<file path="config.mk">
export PLATFORM = sky130hd
export DESIGN_NAME = sar_adc_control
export DESIGN_NICKNAME = d
export VERILOG_FILES = /design/src/inc/sar_adc_pkg.sv /design/src/verilog/pin_sync.sv /design/src/verilog/result_fifo.sv /design/src/verilog/sar_adc_control.sv
export VERILOG_INCLUDE_DIRS = /design/src /design/src/inc
export SDC_FILE = /design/constraint.sdc
export NUM_CORES = 1
export LEC_CHECK = 0
export BUFFER_PORTS_ARGS = -buffer_cell sky130_fd_sc_hd__buf_2
export CAP_MARGIN = 15
export CORE_ASPECT_RATIO = 1.75
export CORE_MARGIN = 4
export CORE_UTILIZATION = 56
export CTS_BUF_LIST = sky130_fd_sc_hd__clkbuf_4 sky130_fd_sc_hd__clkbuf_8
export DETAILED_ROUTE_END_ITERATION = 10
export GPL_ROUTABILITY_DRIVEN = 0
export PLACE_DENSITY = 0.73
export SLEW_MARGIN = 20
export SYNTH_ARGS = -nofsm -noshare
export SYNTH_HDL_FRONTEND = slang
export SYNTH_SLANG_ARGS = --single-unit
</file>
<file path="constraint.sdc">
create_clock -name clk_sys -period 3.38 [get_ports clk_sys]
set_clock_uncertainty 0.05 [all_clocks]
set_input_delay 0.169 -clock clk_sys [delete_from_list [all_inputs] [get_ports clk_sys]]
set_output_delay 0.169 -clock clk_sys [all_outputs]
set_load 0.02 [all_outputs]
</file>
<file path="src/inc/sar_adc_consts.svh">
// constants for the successive-approximation converter control
`ifndef SAR_ADC_CONSTS_SVH
`define SAR_ADC_CONSTS_SVH
`define CLK_PERIOD_NS 40
`define RESULT_WIDTH 16
`define FIFO_DEPTH 16
`define ACQ_TIME_NS 2000
`define ACQ_CYCLES ((`ACQ_TIME_NS + `CLK_PERIOD_NS - 1) / `CLK_PERIOD_NS)
`define STEP_DIV 4
`define RESET_CODE 16'h0000
`endif

</file>
<file path="src/inc/sar_adc_pkg.sv">
// types for the successive-approximation converter control
package sar_adc_pkg;
  typedef enum logic [1:0] {
    ST_ACQUIRE = 2'b00,
    ST_CONVERT = 2'b01,
    ST_LATCH = 2'b10,
    ST_DONE = 2'b11
  } conv_state_t;
endpackage : sar_adc_pkg

</file>
<file path="src/verilog/pin_sync.sv">
// two-flop synchroniser for asynchronous pins
`timescale 1ns/1ns
`default_nettype none
module pin_sync #(
  parameter int WIDTH = 1,
  parameter logic [WIDTH-1:0] INIT = '1
) (
  input wire logic clk_sys,
  input wire logic rst_b,
  input wire logic [WIDTH-1:0] pinIn,
  output logic [WIDTH-1:0] pinOut
);
  logic [WIDTH-1:0] stage1;

  initial begin
    if (WIDTH < 1) $error("pin_sync: WIDTH must be positive");
  end

  always_ff @(posedge clk_sys or negedge rst_b) begin
    if (!rst_b) begin
      stage1 <= INIT;
      pinOut <= INIT;
    end else begin
      stage1 <= pinIn;
      pinOut <= stage1;
    end
  end
endmodule : pin_sync
`default_nettype wire

</file>
<file path="src/verilog/result_fifo.sv">
// result word FIFO with valid/ready on both sides
`timescale 1ns/1ns
`default_nettype none
module result_fifo #(
  parameter int WIDTH = 16,
  parameter int DEPTH = 16
) (
  input wire logic clk_sys,
  input wire logic rst_b,
  input wire logic [WIDTH-1:0] inData,
  input wire logic inValid,
  output logic inReady,
  output logic [WIDTH-1:0] outData,
  output logic outValid,
  input wire logic outReady
);
  localparam int AW = $clog2(DEPTH);
  logic [WIDTH-1:0] mem [DEPTH];
  logic [AW-1:0] wrPtr;
  logic [AW-1:0] rdPtr;
  logic [AW:0] count;
  logic doWrite;
  logic doRead;

  initial begin
    if (DEPTH < 2 || (1 << AW) != DEPTH) $error("result_fifo: DEPTH must be a power of two");
  end

  assign inReady = (count != DEPTH[AW:0]);
  assign outValid = (count != '0);
  assign outData = mem[rdPtr];
  assign doWrite = inValid && inReady;
  assign doRead = outValid && outReady;

  always_ff @(posedge clk_sys) begin
    if (doWrite) begin
      mem[wrPtr] <= inData;
    end
  end

  always_ff @(posedge clk_sys or negedge rst_b) begin
    if (!rst_b) begin
      wrPtr <= '0;
      rdPtr <= '0;
      count <= '0;
    end else begin
      if (doWrite) wrPtr <= wrPtr + 1'b1;
      if (doRead) rdPtr <= rdPtr + 1'b1;
      if (doWrite && !doRead) count <= count + 1'b1;
      else if (doRead && !doWrite) count <= count - 1'b1;
    end
  end
endmodule : result_fifo
`default_nettype wire

</file>
<file path="src/verilog/sar_adc_control.sv">
// conversion control and parallel readout of a successive-approximation converter
`timescale 1ns/1ns
`default_nettype none
`include "sar_adc_consts.svh"
// Contract
// select low: convert falling starts conversion
// select low: convert rising enables outputs
// convert low: select falling starts conversion
// convert high: select falling enables outputs
// select and convert combined as OR
// outputs float if select high/convert low
// byte low: msb on top line
// byte high: upper and lower bytes swapped
// busy low throughout conversion
// result valid when busy rises
// host holds an input high at busy rise
// host returns convert high within 3us
// approximation register cleared at start
// start requests ignored while converting
// bits decided msb down to lsb
// finished word copied into output latches
// host allows 2us acquisition between conversions
// auto-zero closed in acquire, open converting
// result is two's complement
// host holds convert low at least 40ns
// internal clock steps bits, busy after latch
// latches hold result until next completion
module sar_adc_control #(
  parameter int WIDTH = `RESULT_WIDTH,
  parameter int DEPTH = `FIFO_DEPTH,
  parameter int STEP_DIV = `STEP_DIV
) (
  input wire logic clk_sys,
  input wire logic rst_b,
  input wire logic chipSelect_b,
  input wire logic readConvert,
  input wire logic byteSelect,
  input wire logic compareHigh,
  output logic sampleHold,
  output logic autoZero,
  output logic [WIDTH-1:0] dacCode,
  output logic busy_b,
  output logic [WIDTH-1:0] resultBusOut,
  output logic [WIDTH-1:0] resultBusOe,
  output logic [WIDTH-1:0] streamData,
  output logic streamValid,
  input wire logic streamReady
);
  localparam int BW = $clog2(WIDTH);
  localparam int HALF = WIDTH / 2;

  logic csSync;
  logic rcSync;
  logic byteSync;
  logic cmpSync;
  logic gateNow;
  logic gatePrev;
  logic rcPrev;
  logic startReq;
  logic readReq;
  sar_adc_pkg::conv_state_t state;
  logic [WIDTH-1:0] approximation_register;
  logic [WIDTH-1:0] trialBit;
  logic [BW-1:0] bitIndex;
  logic [7:0] stepCount;
  logic stepTick;
  logic [WIDTH-1:0] outLatch;
  logic driveEn;
  logic fifoInReady;
  logic fifoValid;
  logic [WIDTH-1:0] fifoData;
  logic pushPending;

  initial begin
    if (WIDTH < 4 || (WIDTH % 2) != 0) $error("sar_adc_control: WIDTH must be even and >= 4");
    // each bit needs a dac update and two synchroniser stages before its decision
    if (STEP_DIV < 4 || STEP_DIV > 255) $error("sar_adc_control: STEP_DIV out of range");
  end

  function automatic logic [WIDTH-1:0] swap_bytes(input logic [WIDTH-1:0] w, input logic sw);
    swap_bytes = sw ? {w[HALF-1:0], w[WIDTH-1:HALF]} : w;
  endfunction : swap_bytes

  pin_sync #(.WIDTH(4), .INIT(4'hD)) u_pins (
    .clk_sys(clk_sys),
    .rst_b(rst_b),
    .pinIn({chipSelect_b, readConvert, byteSelect, compareHigh}),
    .pinOut({csSync, rcSync, byteSync, cmpSync})
  );

  // the combined gate is low only when both inputs are low
  assign gateNow = csSync | rcSync;

  always_ff @(posedge clk_sys or negedge rst_b) begin
    if (!rst_b) begin
      gatePrev <= 1'b1;
      rcPrev <= 1'b1;
    end else begin
      gatePrev <= gateNow;
      rcPrev <= rcSync;
    end
  end

  // a falling combined gate covers both start modes
  assign startReq = gatePrev && !gateNow;
  // read strobe: gate clear of convert with select low
  assign readReq = !csSync && rcSync && (!rcPrev || gatePrev);

  // bit-step divider standing in for the internal trimmed clock
  always_ff @(posedge clk_sys or negedge rst_b) begin
    if (!rst_b) begin
      stepCount <= 8'h00;
    end else if (state != sar_adc_pkg::ST_CONVERT || stepTick) begin
      stepCount <= 8'h00;
    end else begin
      stepCount <= stepCount + 8'h01;
    end
  end
  assign stepTick = (stepCount == 8'(STEP_DIV - 1));

  assign trialBit = {{(WIDTH-1){1'b0}}, 1'b1} << bitIndex;

  always_ff @(posedge clk_sys or negedge rst_b) begin
    if (!rst_b) begin
      state <= sar_adc_pkg::ST_ACQUIRE;
      approximation_register <= '0;
      bitIndex <= '0;
    end else begin
      case (state)
        sar_adc_pkg::ST_ACQUIRE: begin
          if (startReq) begin
            approximation_register <= '0;
            bitIndex <= BW'(WIDTH - 1);
            state <= sar_adc_pkg::ST_CONVERT;
          end
        end
        // starts arriving here are not looked at
        sar_adc_pkg::ST_CONVERT: begin
          if (stepTick) begin
            // keep the trial bit when the input is at or above the dac level
            if (cmpSync) approximation_register <= approximation_register | trialBit;
            if (bitIndex == '0) state <= sar_adc_pkg::ST_LATCH;
            else bitIndex <= bitIndex - 1'b1;
          end
        end
        sar_adc_pkg::ST_LATCH: state <= sar_adc_pkg::ST_DONE;
        sar_adc_pkg::ST_DONE: state <= sar_adc_pkg::ST_ACQUIRE;
        default: state <= sar_adc_pkg::ST_ACQUIRE;
      endcase
    end
  end

  // dac trial code: decided bits plus the bit under test
  always_ff @(posedge clk_sys or negedge rst_b) begin
    if (!rst_b) begin
      dacCode <= '0;
    end else if (state == sar_adc_pkg::ST_CONVERT) begin
      dacCode <= approximation_register | trialBit;
    end else begin
      dacCode <= approximation_register;
    end
  end

  // comparator is referenced as two's complement: msb compare inverted
  // by the analog side, so the register holds the code directly
  always_ff @(posedge clk_sys or negedge rst_b) begin
    if (!rst_b) begin
      outLatch <= `RESET_CODE;
    end else if (state == sar_adc_pkg::ST_LATCH) begin
      outLatch <= approximation_register;
    end
  end
  // outLatch changes nowhere else, so repeated reads match

  always_ff @(posedge clk_sys or negedge rst_b) begin
    if (!rst_b) begin
      busy_b <= 1'b1;
      sampleHold <= 1'b0;
      autoZero <= 1'b1;
    end else begin
      // busy falls on start, rises one cycle after the latch load
      busy_b <= !(startReq && state == sar_adc_pkg::ST_ACQUIRE) &&
                !(state == sar_adc_pkg::ST_CONVERT) &&
                !(state == sar_adc_pkg::ST_LATCH);
      sampleHold <= (startReq && state == sar_adc_pkg::ST_ACQUIRE) ||
                    state == sar_adc_pkg::ST_CONVERT;
      autoZero <= !((startReq && state == sar_adc_pkg::ST_ACQUIRE) ||
                    state == sar_adc_pkg::ST_CONVERT);
    end
  end

  // output enable follows the gate; read strobe arms it
  always_ff @(posedge clk_sys or negedge rst_b) begin
    if (!rst_b) begin
      driveEn <= 1'b0;
    end else if (csSync || !rcSync) begin
      driveEn <= 1'b0;
    end else if (readReq) begin
      driveEn <= 1'b1;
    end
  end

  always_ff @(posedge clk_sys or negedge rst_b) begin
    if (!rst_b) begin
      resultBusOut <= '0;
      resultBusOe <= '0;
    end else begin
      resultBusOut <= swap_bytes(outLatch, byteSync);
      resultBusOe <= (driveEn && !csSync && rcSync) ? '1 : '0;
    end
  end

  // each finished word is also offered on the stream; a full fifo
  // leaves one push waiting, carrying the newest word, and never stalls conversion
  always_ff @(posedge clk_sys or negedge rst_b) begin
    if (!rst_b) begin
      pushPending <= 1'b0;
    end else if (state == sar_adc_pkg::ST_DONE) begin
      pushPending <= 1'b1;
    end else if (fifoInReady) begin
      pushPending <= 1'b0;
    end
  end

  result_fifo #(.WIDTH(WIDTH), .DEPTH(DEPTH)) u_fifo (
    .clk_sys(clk_sys),
    .rst_b(rst_b),
    .inData(outLatch),
    .inValid(pushPending),
    .inReady(fifoInReady),
    .outData(fifoData),
    .outValid(fifoValid),
    .outReady(streamReady && !streamValid)
  );

  // registered stream stage so outputs come from flops
  always_ff @(posedge clk_sys or negedge rst_b) begin
    if (!rst_b) begin
      streamValid <= 1'b0;
      streamData <= '0;
    end else if (streamValid) begin
      if (streamReady) streamValid <= 1'b0;
    end else if (fifoValid && streamReady) begin
      streamValid <= 1'b1;
      streamData <= fifoData;
    end
  end

  // length of the current busy span, checked when busy rises
  logic [15:0] busyLowCount;

  always_ff @(posedge clk_sys or negedge rst_b) begin
    if (!rst_b) begin
      busyLowCount <= 16'h0000;
    end else if (busy_b) begin
      busyLowCount <= 16'h0000;
    end else begin
      busyLowCount <= busyLowCount + 16'h0001;
    end
  end
endmodule : sar_adc_control
`default_nettype wire

</file>
==> impl.org <==
** STA
- For the pin with the worst max-slew slack, the measured transition is 941 ps.
- The clock period could shrink to 2800 ps.
- Fmax :: 357 MHz
- Number of failing setup endpoints in the final timing report :: 0
- Aggregate negative setup slack :: 0 ps
- Count of pins over their slew limit :: 0
- After layout, the worst path uses 82.9% of the clock period.
- Worst-case headroom to the max-slew limit :: 37.3%
- Setup repair after global routing missed its margin :: no
- The total count of hold-check failures in the final report is 0.

** Finish
- Number of filler cells placed in the layout :: 1,801
- The sequential cells in the finished layout cover a total of 0.0108 mm2.
- Layout Nets :: 920
- From synthesis to final layout, the design area changed by 11.9%.
- After routing the design area is 0.0165 mm2.
- The repair_antennas step left the layout with diodes totalling 0.
- Summing all multi-input logic gate instances after layout gives 0.00363 mm2.
- Ratio of cells with drive above 1 in the final layout :: 34.6%

** Logic synthesis
- Share of flip-flops with an asynchronous set or reset :: 32.6%
- After synthesis the cells add up to 0.0148 mm2.
- Post-synth top area share :: 52.0%
- edfxtp_1 takes more of the synthesized area than any other cell.
- Synthesis produced a netlist whose cell count is 793.
- Synth Area per Inst :: 18.6 um2
- Yosys printed 0 warnings.
- After synthesis, flip-flops and latches occupy 73.1% of the total area.
- After synthesis, the cell types taking the most area are edfxtp_1 (52%), dfrtp_1 (19%), mux4_2 (9.8%).
- Number of enable flip-flop cells after synthesis :: 256
- Flip-flop and latch count after synthesis :: 380
- Synthesis produced a netlist with a net count of 821.
- Counting distinct cell types in the post-synthesis netlist gives 52.
- Primary flip-flop cell chosen by synthesis mapping :: edfxtp_1

** Clocking
- Max Buffers Root-to-Sink :: 3
- Clock Latency Late Sink :: 570 ps
- For this design, the sink count on the clock tree is 380.
- Clock root cell :: clkbuf_8
- Clock tree from TritonCTS :: done
- Buffers inserted during clock tree synthesis total 49.
- CTS clock-pin slew for the worst setup and hold paths :: 70 ps
- The H-tree generated during clock tree synthesis spans 2 levels.

** Setup path
- Endpoint of the worst register-to-register path :: u_fifo.count[4]
- For the worst setup path, the data required time is 3810 ps.
- The worst setup path is captured at a flip-flop.
- The critical path goes through nor4_2, a21boi_1, ha_1, inv_1, ha_1, a21o_1, a21oi_1, mux2i_1, xnor2_1.
- The worst register-to-register path begins at u_fifo.count[0].
- Worst endpoint data arrival time :: 3230 ps
- Along the worst path, the maximum fanout reaches 9.
- Together, buffers and inverters on the worst path number 1.
- Element type at the critical path start :: flip-flop
- On the critical path the largest part of the delay comes from compound AO/OA/AOI/OAI gates.
- The cell that appears most often on the critical path is ha_1.
- Measured in cells, the most critical reg-to-reg path has a length of 9.
- For this design, the slowest cell found on the critical path is nor4_2.
- On the worst path, the slowest cell contributes a delay of 470 ps.
- Setup slack of the worst register-to-register path :: 580 ps
- Crit Path Class :: flip-flop to flip-flop

** Routing
- Routed wire length per instance :: 23.1 um
- DR iter-0 viols :: 551
- Drt drc :: 0
- Routed vias :: 7,430
- Post-detailed-routing wire length :: 28,900 um
- DRT antenna net count :: 0
- For this run, the detailed router's first-pass iteration total came to 5.
- Number of vias per cell after detailed routing :: 5.94

** Job
- Number of max-cap violations :: 0

** Floorplan
- Measured along the y axis, the die boundary spans 223 um.
- The die covers 0.0292 mm2.
- The initialized floorplan defines 78 standard-cell rows.
- In this run the count of I/O pins placed on the die edge is 75.
- Core Region :: 0.0260 mm2
- The die is 131 um wide.
- Starting density of the core :: 56.9%

** Worst hold path
- Launch instance of the worst min-delay path :: byteSelect
- The min-delay analysis places its worst path in the category input port to flip-flop.
- Number of stages on the worst hold path :: 2
- The path with the worst hold slack has its endpoint at u_pins.stage1[1].

** Outcome
- The run finished with clean final reports.

** Place
- Quantity of I/O buffers inserted on ports :: 74
- Placed cell areas :: 0.0155 mm2
- Detailed Place HPWL :: 18,600 um

** Global routing
- Summed over all layers, the global routing overflow is 0.
- Number of global-route vias before repair :: 8,136
- Total track usage :: 20.7%
- Global-route wire length before repair :: 45,900 um
- Antenna violations before repair :: 0
- Entering global routing, the biggest net connects 69 pins.

** Power
- VDD sags by at most 0.586 mV.
- For this design the static power due to leakage is 6.34 nW.
- Dividing total power by cell area gives a power density of 838 mW/mm2.
[cells in the mapped netlist (2+ instances only)]
cell	count
buf_4	20
a22o_1	3
mux2i_1	2
a21oi_1	21
o21ai_0	5
or2_2	2
mux2_2	49
edfxtp_1	256
a2bb2oi_1	2
a21o_1	14
inv_1	14
buf_2	9
xor2_1	6
mux2_1	2
dfstp_2	10
nand2_1	12
nor2_1	28
xnor2_1	10
and3_1	8
dfrtp_1	114
nand3_1	7
a32o_1	12
nand4_1	3
nor3_1	7
mux4_2	64
nand2b_1	5
nor3b_1	2
buf_6	2
clkbuf_1	17
ha_1	20
o22ai_1	32
a211o_1	2
nor2b_1	2
buf_1	8
a31o_2	6
[where the power goes]
part / internal (W) / switching, W / total (W)
clock: 0.00174 / 0.00156 / 0.00331
combinational: 0.00181 / 0.00200 / 0.00382
sequential: 0.00597 / 0.000775 / 0.00675
total: 0.00953 / 0.00434 / 0.0139
[flip-flops by register name (all words and copies together) (netlist names)]
signal	count
approximation_register	16
autoZero	1
bitIndex	4
busy_b	1
dacCode	16
driveEn	1
gatePrev	1
outLatch	16
pushPending	1
rcPrev	1
resultBusOe	1
resultBusOut	16
sampleHold	1
state	2
stepCount	8
streamData	16
streamValid	1
u_fifo.count	5
u_fifo.mem	256
u_fifo.rdPtr	4
u_fifo.wrPtr	4
u_pins.pinOut	4
u_pins.stage1	4
[per-layer routing]
layer | share of wire (%) | wire, um | vias to the layer above | GRT usage (%)
met3 | 4.1 | 1190 | 54 | 2.76
met2 | 56 | 16200 | 222 | 37.0
li1 | - | - | 3295 | -
met5 | 0 | 0 | - | 0
met1 | 37 | 10800 | 3859 | 25.6
met4 | 2.7 | 784 | 0 | 7.07
[cell type report]
type / count / area share, %
timing repair buffer: 104 / 4.01
multi-input combinational: 342 / 22.0
sequential: 380 / 65.3
clock buffer: 72 / 5.31
clock inverter: 18 / 0.635
inverter: 15 / 0.340
tap: 320 / 2.42
[cells in the final DEF (no fill, tap or decap), types with 3 or more instances in the layout]
| master | count |
|---|---|
| a21o_1 | 14 |
| a21oi_1 | 20 |
| a22o_1 | 3 |
| a31o_2 | 6 |
| a32o_1 | 12 |
| and3_1 | 8 |
| buf_12 | 4 |
| buf_2 | 73 |
| buf_4 | 21 |
| clkbuf_4 | 18 |
| clkbuf_8 | 54 |
| clkinv_1 | 10 |
| clkinv_2 | 6 |
| dfrtp_1 | 112 |
| dfstp_2 | 10 |
| dlygate4sd3_1 | 6 |
| edfxtp_1 | 256 |
| ha_1 | 20 |
| inv_1 | 14 |
| mux2_2 | 49 |
| mux4_2 | 64 |
| nand2_1 | 12 |
| nand2b_1 | 5 |
| nand3_1 | 7 |
| nand4_1 | 3 |
| nor2_1 | 28 |
| nor3_1 | 3 |
| nor3_2 | 4 |
| o21ai_0 | 5 |
| o22ai_1 | 32 |
| xnor2_1 | 10 |
| xor2_1 | 6 |
[through the flow]
| stage | power (W) | instances | worst slack [ps] | utilization, % | hold slack, ps |
|---|---|---|---|---|---|
| floorplan | 0.00944 | 793 | 607 | - | -177 |
| global placement | 0.0105 | 1155 | 731 | 59.7 | 226 |
| detailed placement | 0.0107 | 1155 | 583 | 59.7 | 227 |
| CTS | 0.0140 | 1251 | 553 | 63.7 | 174 |
| global route | 0.0146 | 1251 | 396 | 63.7 | 198 |
| finish | 0.0139 | 1251 | 579 | 63.7 | 210 |
[logic make-up after synthesis]
| kind of cell | after synthesis | synth area share, % |
|---|---|---|
| xor gates and xnor gates | 16 | 0.948 |
| and+or+nand+nor | 85 | 3.01 |
| adders and majority gates | 21 | 1.83 |
| muxes | 117 | 13.8 |
| buffers and inverters | 71 | 2.49 |
| AOI/OAI and AO/OA | 103 | 4.86 |
| DFF | 380 | 73.1 |
[worst max-delay path by stage]
stage	from	to	slack (ps)	depth (start not counted)
floorplan	u_fifo.count[0]	u_fifo.mem[3][0]	610	4
global placement	u_fifo.count[0]	u_fifo.count[4]	730	9
detailed placement	u_fifo.count[0]	u_fifo.count[4]	580	9
CTS	u_fifo.count[0]	u_fifo.count[4]	550	9
global route	u_fifo.count[0]	u_fifo.count[4]	400	9
finish	u_fifo.count[0]	u_fifo.count[4]	580	9
[worst register-to-register path: cells and delay by family, from the launching register on]
kind	cells	cell delay, ps
AOI/OAI and AO/OA	3	650
xor gates and xnor gates	1	130
DFF	1	450
buffers and inverters	1	160
muxes	1	240
adders and majority gates	2	580
and+or+nand+nor	1	470
[timing repair]
action	in CTS	in global routing
endpoints found under the setup margin	0	0
setup buffers	0	0
hold buffers	6	0
resized for setup	0	0
hold endpoints to repair	61	0
Power figures use the tool's default switching activity.
